File: src/core/occ_regs.vh
// Purpose: constants for the output compare control block
// Assumes: 16-bit register port, word index addressing
// Notes: offsets other than control register one are local choices
`ifndef OCC_REGS_VH
`define OCC_REGS_VH
`define OCC_ADDR_W 3
`define OCC_ADDR_CON1 3'h0
`define OCC_ADDR_CON2 3'h1
`define OCC_ADDR_PRI 3'h2
`define OCC_ADDR_SEC 3'h3
`define OCC_ADDR_TMR 3'h4
`define OCC_ADDR_IST 3'h5
`define OCC_ADDR_IMSK 3'h6
`define OCC_CON1_WMASK 16'h3f8f
`define OCC_CON1_RST 16'h0000
`define OCC_B_IDLE 13
`define OCC_B_TSEL_HI 12
`define OCC_B_TSEL_LO 10
`define OCC_B_ENFC 9
`define OCC_B_ENFB 8
`define OCC_B_ENFA 7
`define OCC_B_FLTC 6
`define OCC_B_FLTB 5
`define OCC_B_FLTA 4
`define OCC_B_TRGM 3
`define OCC_B_TRGST 6
`define OCC_TSEL_PER 3'h7
`define OCC_TSEL_T1 3'h4
`define OCC_TSEL_T5 3'h3
`define OCC_TSEL_T4 3'h2
`define OCC_TSEL_T3 3'h1
`define OCC_TSEL_T2 3'h0
`define OCC_MODE_PWM 3'h6
`define OCC_MODE_OFF 3'h0
`endif

File: src/core/occ_output_compare_control.v
// Purpose: output compare channel control register one and its behaviour
// Assumes: single clock, time base ticks arrive as pulses from same-clock timers
// Notes: fault pins are asynchronous and pass a three-stage filter
//
// Function
// - With the idle-stop bit set the channel halts during idle, otherwise it keeps running.
// - The clock select field picks peripheral clock or timer 1, 5, 4, 3, 2 ticks; 110/101 reserved.
// - A fault input counts only while its enable bit is one.
// - Fault C flag is set by a fault on pin C.
// - Fault B flag is set by a fault on pin B.
// - Fault A flag is set by a fault on pin A.
// - With trigger clear mode set, the trigger status clears when secondary value equals timer.
// - With trigger clear mode clear, only software clears the trigger status.
// - Primary and secondary values are double-buffered in PWM mode only.
// - Bits 15 and 14 of control register one read as zero.
//
// The strobed register port and the register offsets were chosen for this implementation.
`timescale 1ns/1ps
`include "occ_regs.vh"

module occ_output_compare_control (
  // Clock and reset
  input wire clk,
  input wire rst_b,
  // Register port
  input wire [2:0] reg_addr,
  input wire [15:0] reg_wdata,
  input wire reg_wr,
  input wire reg_rd,
  output reg [15:0] reg_rdata,
  // Time base ticks and system state
  input wire timer_one_clock,
  input wire timer_two_clock,
  input wire timer_three_clock,
  input wire timer_four_clock,
  input wire timer_five_clock,
  input wire cpu_idle,
  input wire trigger_event,
  // Fault pins
  input wire fault_pin_a,
  input wire fault_pin_b,
  input wire fault_pin_c,
  // Channel outputs
  output reg compare_out,
  output wire irq
);

////////////////////////////////////////////////////////////////////////////////
reg [15:0] con1_r;
reg trig_status_r;
reg [15:0] pri_r;
reg [15:0] sec_r;
reg [15:0] pri_buf_r;
reg [15:0] sec_buf_r;
reg [15:0] tmr_r;
reg [2:0] ist_r;
reg [2:0] imsk_r;
reg [2:0] fs1_r;
reg [2:0] fs2_r;
reg [2:0] fs3_r;
reg [2:0] flt_lvl_r;
reg [2:0] flt_ev;
reg tick;
reg halted;
reg pwm_mode;
reg period_end;
reg sec_match;
reg [15:0] con1_rd;
reg [15:0] pri_nxt;
reg [15:0] sec_nxt;
reg [15:0] tmr_nxt;
reg out_nxt;
reg trig_nxt;
reg [2:0] ist_nxt;

wire [2:0] mode = con1_r[2:0];
wire [2:0] tsel = con1_r[`OCC_B_TSEL_HI:`OCC_B_TSEL_LO];
wire [2:0] flt_en = {con1_r[`OCC_B_ENFC], con1_r[`OCC_B_ENFB], con1_r[`OCC_B_ENFA]};
wire wr_con1 = reg_wr && (reg_addr == `OCC_ADDR_CON1);
wire wr_con2 = reg_wr && (reg_addr == `OCC_ADDR_CON2);

////////////////////////////////////////////////////////////////////////////////
// Time base selection and idle halt
always @* begin
  case (tsel)
    `OCC_TSEL_PER: tick = 1'b1;
    `OCC_TSEL_T1: tick = timer_one_clock;
    `OCC_TSEL_T5: tick = timer_five_clock;
    `OCC_TSEL_T4: tick = timer_four_clock;
    `OCC_TSEL_T3: tick = timer_three_clock;
    `OCC_TSEL_T2: tick = timer_two_clock;
    default: tick = 1'b0;
  endcase
end

// Halt gates every tick, so timer and matches freeze; while halted only a PWM fault or mode off drives the output low
always @* begin
  halted = cpu_idle && con1_r[`OCC_B_IDLE];
  pwm_mode = (mode == `OCC_MODE_PWM);
  period_end = tick && !halted && (tmr_r == pri_r);
  sec_match = tick && !halted && (tmr_r == sec_r);
end

////////////////////////////////////////////////////////////////////////////////
// Fault pins: three stages, a change counts when stages two and three agree
always @(posedge clk or negedge rst_b) begin
  if (!rst_b) begin
    fs1_r <= 3'h0;
    fs2_r <= 3'h0;
    fs3_r <= 3'h0;
    flt_lvl_r <= 3'h0;
  end else begin
    fs1_r <= {fault_pin_c, fault_pin_b, fault_pin_a};
    fs2_r <= fs1_r;
    fs3_r <= fs2_r;
    flt_lvl_r <= (fs2_r & fs3_r) | (flt_lvl_r & (fs2_r | fs3_r));
  end
end

always @* begin
  flt_ev = flt_lvl_r & flt_en;
end

////////////////////////////////////////////////////////////////////////////////
// Control register one
always @(posedge clk or negedge rst_b) begin
  if (!rst_b) begin
    con1_r <= `OCC_CON1_RST;
  end else begin
    if (wr_con1) begin
      con1_r <= reg_wdata & `OCC_CON1_WMASK;
    end
    // Set wins over a software write of zero
    if (flt_ev[2]) begin
      con1_r[`OCC_B_FLTC] <= 1'b1;
    end
    if (flt_ev[1]) begin
      con1_r[`OCC_B_FLTB] <= 1'b1;
    end
    if (flt_ev[0]) begin
      con1_r[`OCC_B_FLTA] <= 1'b1;
    end
  end
end

////////////////////////////////////////////////////////////////////////////////
// Trigger status in control register two; a new trigger wins over any clear
always @* begin
  trig_nxt = trig_status_r;
  if (trigger_event) begin
    trig_nxt = 1'b1;
  end else if (wr_con2 && !reg_wdata[`OCC_B_TRGST]) begin
    trig_nxt = 1'b0;
  end else if (con1_r[`OCC_B_TRGM] && sec_match) begin
    trig_nxt = 1'b0;
  end
end

always @(posedge clk or negedge rst_b) begin
  if (!rst_b) begin
    trig_status_r <= 1'b0;
  end else begin
    trig_status_r <= trig_nxt;
  end
end

////////////////////////////////////////////////////////////////////////////////
// Compare values: PWM writes land in the shadow, other modes go straight through
always @* begin
  pri_nxt = pri_r;
  if (reg_wr && reg_addr == `OCC_ADDR_PRI && !pwm_mode) begin
    pri_nxt = reg_wdata;
  end else if (pwm_mode && period_end) begin
    // Shadow loads only at the period boundary to avoid glitched pulses
    pri_nxt = pri_buf_r;
  end
end

always @* begin
  sec_nxt = sec_r;
  if (reg_wr && reg_addr == `OCC_ADDR_SEC && !pwm_mode) begin
    sec_nxt = reg_wdata;
  end else if (pwm_mode && period_end) begin
    sec_nxt = sec_buf_r;
  end
end

always @(posedge clk or negedge rst_b) begin
  if (!rst_b) begin
    pri_r <= 16'h0000;
    sec_r <= 16'h0000;
    pri_buf_r <= 16'h0000;
    sec_buf_r <= 16'h0000;
  end else begin
    if (reg_wr && reg_addr == `OCC_ADDR_PRI) begin
      pri_buf_r <= reg_wdata;
    end
    if (reg_wr && reg_addr == `OCC_ADDR_SEC) begin
      sec_buf_r <= reg_wdata;
    end
    pri_r <= pri_nxt;
    sec_r <= sec_nxt;
  end
end

////////////////////////////////////////////////////////////////////////////////
// Timer runs only while a mode is selected and the channel is not halted
always @* begin
  tmr_nxt = tmr_r;
  if (reg_wr && reg_addr == `OCC_ADDR_TMR) begin
    tmr_nxt = reg_wdata;
  end else if (tick && !halted && mode != `OCC_MODE_OFF) begin
    tmr_nxt = period_end ? 16'h0000 : tmr_r + 16'h0001;
  end
end

always @* begin
  out_nxt = compare_out;
  if (mode == `OCC_MODE_OFF) begin
    out_nxt = 1'b0;
  end else if (pwm_mode && (|flt_ev)) begin
    // Fault drives the pin inactive at once, ahead of any match
    out_nxt = 1'b0;
  end else if (period_end) begin
    out_nxt = 1'b1;
  end else if (sec_match) begin
    out_nxt = 1'b0;
  end
end

always @(posedge clk or negedge rst_b) begin
  if (!rst_b) begin
    tmr_r <= 16'h0000;
    compare_out <= 1'b0;
  end else begin
    tmr_r <= tmr_nxt;
    compare_out <= out_nxt;
  end
end

////////////////////////////////////////////////////////////////////////////////
// Interrupt status (write one to clear) and mask
always @(posedge clk or negedge rst_b) begin
  if (!rst_b) begin
    ist_r <= 3'h0;
    imsk_r <= 3'h0;
  end else begin
    if (reg_wr && reg_addr == `OCC_ADDR_IMSK) begin
      imsk_r <= reg_wdata[2:0];
    end
    ist_r <= ist_nxt;
  end
end

always @* begin
  ist_nxt = ist_r | flt_ev;
  if (reg_wr && reg_addr == `OCC_ADDR_IST) begin
    // An event in the same cycle as the clear is kept
    ist_nxt = (ist_r & ~reg_wdata[2:0]) | flt_ev;
  end
end

assign irq = |(ist_r & imsk_r);

////////////////////////////////////////////////////////////////////////////////
// Read port, data in the cycle after the strobe
always @* begin
  con1_rd = con1_r;
  con1_rd[15:14] = 2'h0;
end

always @(posedge clk or negedge rst_b) begin
  if (!rst_b) begin
    reg_rdata <= 16'h0000;
  end else if (reg_rd) begin
    case (reg_addr)
      `OCC_ADDR_CON1: reg_rdata <= con1_rd;
      `OCC_ADDR_CON2: reg_rdata <= {9'h000, trig_status_r, 6'h00};
      `OCC_ADDR_PRI: reg_rdata <= pri_buf_r;
      `OCC_ADDR_SEC: reg_rdata <= sec_buf_r;
      `OCC_ADDR_TMR: reg_rdata <= tmr_r;
      `OCC_ADDR_IST: reg_rdata <= {13'h0000, ist_r};
      `OCC_ADDR_IMSK: reg_rdata <= {13'h0000, imsk_r};
      default: reg_rdata <= 16'h0000;
    endcase
  end else begin
    reg_rdata <= 16'h0000;
  end
end

endmodule // occ_output_compare_control

File: config.mk
export PLATFORM = sky130hd
export DESIGN_NAME = occ_output_compare_control
export DESIGN_NICKNAME = d
export VERILOG_FILES = /design/src/core/occ_output_compare_control.v
export VERILOG_INCLUDE_DIRS = /design/src /design/src/core
export SDC_FILE = /design/constraint.sdc
export NUM_CORES = 1
export LEC_CHECK = 0
export BUFFER_PORTS_ARGS = -buffer_cell sky130_fd_sc_hd__clkbuf_2
export CORE_UTILIZATION = 45
export CTS_CLUSTER_SIZE = 20
export DETAILED_ROUTE_END_ITERATION = 6
export PLACE_DENSITY = 0.59
export SETUP_SLACK_MARGIN = 0.1
export SLEW_MARGIN = 20
export SYNTH_ARGS = -nofsm -noshare
export SYNTH_HDL_FRONTEND = slang
export SYNTH_SLANG_ARGS = --single-unit
export TNS_END_PERCENT = 100
File: constraint.sdc
create_clock -name clk -period 3.85 [get_ports clk]
set_input_delay 0.77 -clock clk [delete_from_list [all_inputs] [get_ports clk]]
set_output_delay 0.77 -clock clk [all_outputs]
set_load 0.02 [all_outputs]
=== After elaboration in Yosys (flattened, before gate mapping) ===
Index checks and enable logic that the tools add are counted.

* Output and inout port bits: 18
* Word-level logic and storage cells: 100
* Flip-flop bits (word level): 130

* Reduce and logical (&&, ||, !) cells: 35
* Bitwise gates (word level): 10
* Muxes and demuxes: 22
* Equality and inequality tests: 14
* $add $sub $neg: 1

{| class="wikitable"
|+ Operators by type and width
! kind !! count
|-
| $mux 16 || 8
|-
| $pmux 16 s7 || 1
|-
| $eq 16x16->1 || 2
|-
| $eq 3x3->1 const B || 6
|-
| $logic_and 1x1->1 || 18
|-
| $add 16x1->16 const B || 1
|-
| $and 3x3->3 || 5
|-
| $eq 3x2->1 const B || 4
|-
| $or 3x3->3 || 4
|-
| $reduce_bool 2->1 || 6
|-
| $mux 1 || 10
|-
| $logic_not 3->1 || 3
|-
| $mux 7 || 1
|-
| $eq 3x1->1 const B || 2
|-
| $pmux 1 s6 || 1
|-
| $reduce_bool 3->1 || 2
|-
| $reduce_or 3->1 || 2
|-
| $reduce_bool 4->1 || 1
|-
| $logic_not 1->1 || 3
|-
| $mux 3 || 1
|-
| $not 3->3 || 1
|}

=== Depth between registers and ports, before layout ===
* Depth after elaboration: 8
* Mapped depth: 9
* Depth with buffers taken out: 7

=== Least setup slack after synthesis ===
Ideal clock, no wire load.

* Path type: input to register
* Start point: in reg_addr[2]
* End point: reg sec_r[7]
* Stages: 8
* Arrival: 2,199 ps
* Slack: 1,529 ps
* Library setup time: 122 ps
* Path buffers: 3
* Path through: buf_2 nor2b_1 nand3_1 or2_2 clkbuf_1 clkbuf_1 nor2_1 a21oi_2

* Longest elaborated chain between the ends: 4

{| class="wikitable"
|+ RTL lines
! what !! RTL line !! RTL
|-
| from (decl) || occ_output_compare_control.v:26 || <nowiki>input wire [2:0] reg_addr,</nowiki>
|-
| $eq 3x2->1 (*) || n/a ||
|-
| $logic_and 1x1->1 (no line) (*) || n/a ||
|-
| $logic_and 1x1->1 (*) || occ_output_compare_control.v:181 || <nowiki>if (reg_wr && reg_addr == `OCC_ADDR_SEC && !pwm_mode) begin</nowiki>
|-
| $mux 16 or $reduce_bool 2->1 (tied branches) || n/a ||
|-
| to (signal assigned) || occ_output_compare_control.v:202 || <nowiki>sec_r <= sec_nxt;</nowiki>
|-
| to (decl) || occ_output_compare_control.v:52 || <nowiki>reg [15:0] sec_r;</nowiki>
|}

Every way passes the cells marked *; elsewhere a longest branch is shown, timed or not.
A chain may end at the register's enable or synchronous reset.

=== Worst setup path after layout ===
* Start point: reg tmr_r[2]
* End point: reg sec_r[0]

* Longest elaborated chain between the ends: 4

{| class="wikitable"
|+ RTL lines
! what !! RTL line !! RTL
|-
| from (decl) || occ_output_compare_control.v:55 || <nowiki>reg [15:0] tmr_r;</nowiki>
|-
| from (signal assigned) || occ_output_compare_control.v:236 || <nowiki>tmr_r <= tmr_nxt;</nowiki>
|-
| $eq 16x16->1 || occ_output_compare_control.v:100 || <nowiki>period_end = tick && !halted && (tmr_r == pri_r);</nowiki>
|-
| $logic_and 1x1->1 || occ_output_compare_control.v:100 ||
|-
| $logic_and 1x1->1 || occ_output_compare_control.v:183 || <nowiki>end else if (pwm_mode && period_end) begin</nowiki>
|-
| $reduce_bool 2->1 (no line) || n/a ||
|}

No other way between the ends.

==> run_summary.xml <==
<?xml version="1.0" encoding="UTF-8"?>
<metrics>
  <group name="logic_synthesis">
    <metric name="net_count_after_synthesis" unit="">677</metric>
    <metric name="synth-warning-count" unit="">0</metric>
    <metric name="biggest_area_consumer_among_synthesized_cells" unit="">sky130_fd_sc_hd__dfrtp_1</metric>
    <metric name="postSynth.asyncResetShare" unit="">1.00</metric>
    <metric name="post_synthesis_cell_count" unit="">643</metric>
    <metric name="synth_top_area_share" unit="">0.504</metric>
    <metric name="synth.lib_cells_used.distinct" unit="">49</metric>
    <metric name="number_of_synthesized_flops_with_an_enable_pin" unit="">0</metric>
    <metric name="syn-mean-instance-area" unit="µm²">10.0</metric>
    <metric name="postSynthRegisterBits" unit="">130</metric>
    <metric name="postSynth.topFlopCell" unit="">sky130_fd_sc_hd__dfrtp_1</metric>
    <metric name="synth_seq_area_share" unit="">0.504</metric>
    <metric name="post_synth_instance_area" unit="µm²">6450</metric>
    <metric name="netlist_top_cells_area" unit="">sky130_fd_sc_hd__dfrtp_1 (50%), sky130_fd_sc_hd__mux2_2 (9.6%), sky130_fd_sc_hd__xnor2_1 (4.2%)</metric>
  </group>
  <group name="die">
    <metric name="fp-row-count" unit="">43</metric>
    <metric name="start_util" unit="">0.463</metric>
    <metric name="fp.coreArea" unit="µm²">13900</metric>
    <metric name="io_pins" unit="">51</metric>
    <metric name="die_area" unit="µm²">14800</metric>
    <metric name="floorplan.die.height" unit="µm">122</metric>
    <metric name="die-width" unit="µm">122</metric>
  </group>
  <group name="power_and_ir_drop">
    <metric name="leakagePower" unit="nW">3.23</metric>
    <metric name="sw_frac_of_total" unit="">0.310</metric>
    <metric name="pwr-share-comb" unit="">0.199</metric>
    <metric name="p_per_area" unit="nW/µm²">621</metric>
    <metric name="ir_worst_vdd" unit="mV">0.379</metric>
    <metric name="power_report.internal_total" unit="mW">3.21</metric>
    <metric name="p_sw" unit="mW">1.44</metric>
    <metric name="share_clk_of_total_power" unit="">0.372</metric>
    <metric name="power.sequential.fraction" unit="">0.429</metric>
  </group>
  <group name="finish">
    <metric name="seqCellArea" unit="µm²">3250</metric>
    <metric name="multi_input_gate_area" unit="µm²">2960</metric>
    <metric name="final_layout_size_suffix_gt1_frac" unit="">0.244</metric>
    <metric name="layout.nets" unit="">715</metric>
    <metric name="fillers" unit="">1271</metric>
    <metric name="commonest_cells_after_routing_fill_and_taps_aside" unit="">sky130_fd_sc_hd__dfrtp_1 (130), sky130_fd_sc_hd__nand2_1 (65), sky130_fd_sc_hd__mux2_2 (55), sky130_fd_sc_hd__clkbuf_2 (49), sky130_fd_sc_hd__nor2_1 (46)</metric>
    <metric name="layout_commonest_cell" unit="">sky130_fd_sc_hd__dfrtp_1</metric>
    <metric name="synthToLayoutAreaGrowth" unit="%">15.9</metric>
    <metric name="final_area" unit="µm²">7480</metric>
    <metric name="number_of_antenna_diodes" unit="">0</metric>
  </group>
  <group name="clocking">
    <metric name="cts_tree" unit="">done</metric>
    <metric name="cts.sink_count" unit="">130</metric>
    <metric name="clock_latency" unit="ns">0.43</metric>
    <metric name="cts.reportedPaths.clkPinSlew" unit="ns">0.06</metric>
    <metric name="post_cts_resize_count" unit="">0</metric>
    <metric name="cts_max_path_buffers" unit="">2</metric>
    <metric name="cts_hold_buf" unit="">0</metric>
    <metric name="clock_tree.root_cell" unit="">sky130_fd_sc_hd__clkbuf_16</metric>
    <metric name="cts-buffers-inserted" unit="">17</metric>
    <metric name="cts-htree-levels" unit="">4</metric>
    <metric name="postCtsSetupRepairBufs" unit="">0</metric>
  </group>
  <group name="global_routing">
    <metric name="grt_usage" unit="">0.263</metric>
    <metric name="grt_max_degree" unit="">113</metric>
    <metric name="grt-ovfl-total" unit="">0</metric>
    <metric name="antenna_found_initial" unit="">0</metric>
    <metric name="grt_first_pass_wirelength" unit="µm">28700</metric>
    <metric name="grt_pass1_vias" unit="">5200</metric>
  </group>
  <group name="timing">
    <metric name="report.final.setup_viol" unit="">0</metric>
    <metric name="finalCriticalPeriod" unit="ns">2.54</metric>
    <metric name="setup_repair_after_global_routing_missed_its_margin" unit="">false</metric>
    <metric name="max_slew.worst_pin.slew" unit="ns">0.915</metric>
    <metric name="tns" unit="ns">0</metric>
    <metric name="slew-limit-headroom" unit="">0.390</metric>
    <metric name="finalCritPeriodShare" unit="">0.659</metric>
    <metric name="clock.fmax" unit="MHz">394</metric>
    <metric name="slew_viols_final" unit="">0</metric>
    <metric name="timing_hold_violations_final" unit="">0</metric>
    <metric name="fin_skew" unit="ns">0.0177</metric>
  </group>
  <group name="route">
    <metric name="route.layer.met1.wl" unit="µm">7710</metric>
    <metric name="wirelength" unit="µm">17900</metric>
    <metric name="remaining_drc_errors" unit="">0</metric>
    <metric name="top_signal_layer_used" unit="">met4</metric>
    <metric name="detailed_route_wire_length_per_cell" unit="µm">20.5</metric>
    <metric name="detail_route.first_pass.iterations" unit="">5</metric>
    <metric name="met2_length" unit="µm">8490</metric>
    <metric name="drt-vias-per-instance" unit="">5.95</metric>
    <metric name="route.antenna.remaining_nets" unit="">0</metric>
    <metric name="first_iter_violations" unit="">487</metric>
    <metric name="wl_met3" unit="µm">989</metric>
    <metric name="vias_after_detailed_routing" unit="">5193</metric>
  </group>
  <group name="outcome">
    <metric name="status" unit="">finished, final reports clean</metric>
  </group>
  <group name="worst_hold_path">
    <metric name="worstHoldPathCells" unit="">0</metric>
    <metric name="worstHoldPathType" unit="">reg -&gt; reg</metric>
    <metric name="hold_start" unit="">fs1_r[1]</metric>
    <metric name="hold_path_end" unit="">fs2_r[1]</metric>
  </group>
  <group name="critical_path">
    <metric name="worst_ep_required" unit="ns">4.19</metric>
    <metric name="worst_reg_to_reg_setup_slack" unit="ns">1.31</metric>
    <metric name="worst-r2r-cell-count" unit="">8</metric>
    <metric name="worstReg2RegEnd" unit="">sec_r[0]</metric>
    <metric name="highest_cell_delay_on_the_worst_timing_path" unit="ns">0.51</metric>
    <metric name="timing.critical_path.cells" unit="">xnor2_1 -&gt; nand4_1 -&gt; nor4_4 -&gt; buf_4 -&gt; and3_1 -&gt; buf_4 -&gt; a21oi_1 -&gt; a21oi_1</metric>
    <metric name="regToRegStartpoint" unit="">tmr_r[2]</metric>
    <metric name="critical_path.slowest_cell" unit="">sky130_fd_sc_hd__dfrtp_1</metric>
    <metric name="timing.critical_path.from_type" unit="">register</metric>
    <metric name="timing.setup.critical_path_class" unit="">reg -&gt; reg</metric>
    <metric name="cp.arrival" unit="ns">2.88</metric>
    <metric name="path_max_fanout" unit="">32</metric>
    <metric name="kind_of_end_point_of_the_critical_path" unit="">register</metric>
  </group>
  <group name="run">
    <metric name="cap_violations" unit="">0</metric>
  </group>
  <group name="placement">
    <metric name="dp_hpwl" unit="µm">12200</metric>
    <metric name="routabilityCongestion" unit="">0.898</metric>
    <metric name="port-buffer-count" unit="">50</metric>
    <metric name="placed_instance_area" unit="µm²">6850</metric>
  </group>
</metrics>
through the flow:
stage | power, mW | hold WS, ns | utilization | cells | worst slack (ns)
after floorplan | 2.59 | 0.331 | - | 643 | 1.53
after global placement | 2.89 | 0.331 | 0.492 | 842 | 1.18
after detailed placement | 2.93 | 0.338 | 0.492 | 842 | 1.12
after CTS | 4.66 | 0.350 | 0.537 | 873 | 1.32
after global routing | 4.87 | 0.360 | 0.537 | 873 | 1.21
final | 4.65 | 0.348 | 0.537 | 873 | 1.31
layout make-up:
| cell class | count | share of cell area |
|---|---|---|
| tap | 180 | 0.0301 |
| inverter | 8 | 0.00401 |
| multi-input combinational | 457 | 0.395 |
| sequential | 130 | 0.435 |
| clock buffer | 21 | 0.0629 |
| clock inverter | 10 | 0.0209 |
| timing repair buffer | 67 | 0.0517 |
how the worst max path moves through the flow:
stage	to	startpoint
detailed placement	tmr_r[15]	reg_addr[1]
finish	sec_r[0]	tmr_r[2]
global route	sec_r[14]	tmr_r[2]
CTS	pri_r[14]	tmr_r[2]
floorplan	sec_r[7]	reg_addr[2]
global placement	tmr_r[7]	timer_four_clock
power by group through the flow:
| stage | logic [mW] | registers [mW] | clock network, mW |
|---|---|---|---|
| final | 0.924 | 1.99 | 1.73 |
| after global placement | 0.898 | 2.00 | 0 |
| after CTS | 0.926 | 1.99 | 1.75 |
| after floorplan | 0.767 | 1.82 | 0 |
| after detailed placement | 0.918 | 2.01 | 0 |
| after global routing | 1.03 | 2.02 | 1.82 |
state kept, by name, indices dropped and copies added (netlist names):
register and cells:
fs3_r 3, fs1_r 3, tmr_r 16, con1_r 14
sec_r 16, trig_status_r 1, compare_out 1, imsk_r 3
flt_lvl_r 3, fs2_r 3, pri_r 16, reg_rdata 16
sec_buf_r 16, ist_r 3, pri_buf_r 16
per-layer routing:
layer | track usage | up-vias
met5 | 0 | -
li1 | - | 2349
met4 | 0.130 | 0
met2 | 0.404 | 185
met1 | 0.347 | 2618
met3 | 0.0646 | 41
critical path: cells and delay by family (launching register included):
family,cells,cell delay [ns]
flops,1,0.51
compound gates,2,0.30
simple gates,3,0.69
buf+inv,2,0.61
xor+xnor,1,0.31
kinds of logic after synthesis:
logic type	share of synthesized area
AOI/OAI and AO/OA	0.130
adders and majority gates	0.00659
DFF	0.504
xor gates and xnor gates	0.0473
buffers and inverters	0.0393
and+or+nand+nor	0.167
muxes	0.106
synth_stat cells, types with 2 or more instances:
cell / n
sky130_fd_sc_hd__a21oi_1: 36
sky130_fd_sc_hd__a31oi_1: 11
sky130_fd_sc_hd__nor4_1: 3
sky130_fd_sc_hd__a22oi_1: 28
sky130_fd_sc_hd__and3_1: 6
sky130_fd_sc_hd__nand2_1: 65
sky130_fd_sc_hd__nand3b_1: 6
sky130_fd_sc_hd__nor2_1: 46
sky130_fd_sc_hd__xnor2_1: 31
sky130_fd_sc_hd__buf_6: 2
sky130_fd_sc_hd__nand4_1: 11
sky130_fd_sc_hd__or3_1: 3
sky130_fd_sc_hd__nor2b_1: 4
sky130_fd_sc_hd__nand2b_1: 3
sky130_fd_sc_hd__buf_2: 16
sky130_fd_sc_hd__a32oi_1: 2
sky130_fd_sc_hd__mux2i_1: 4
sky130_fd_sc_hd__o21ai_0: 38
sky130_fd_sc_hd__and2_1: 15
sky130_fd_sc_hd__nor3_1: 13
sky130_fd_sc_hd__and2b_1: 2
sky130_fd_sc_hd__maj3_1: 3
sky130_fd_sc_hd__inv_1: 8
sky130_fd_sc_hd__clkbuf_1: 26
sky130_fd_sc_hd__buf_4: 2
sky130_fd_sc_hd__dfrtp_1: 130
sky130_fd_sc_hd__o22ai_1: 3
sky130_fd_sc_hd__a31o_2: 2
sky130_fd_sc_hd__nand3_1: 41
sky130_fd_sc_hd__mux2_2: 55
sky130_fd_sc_hd__a21oi_2: 9
sky130_fd_sc_hd__xor2_1: 2
Power figures use the tool's default switching activity.
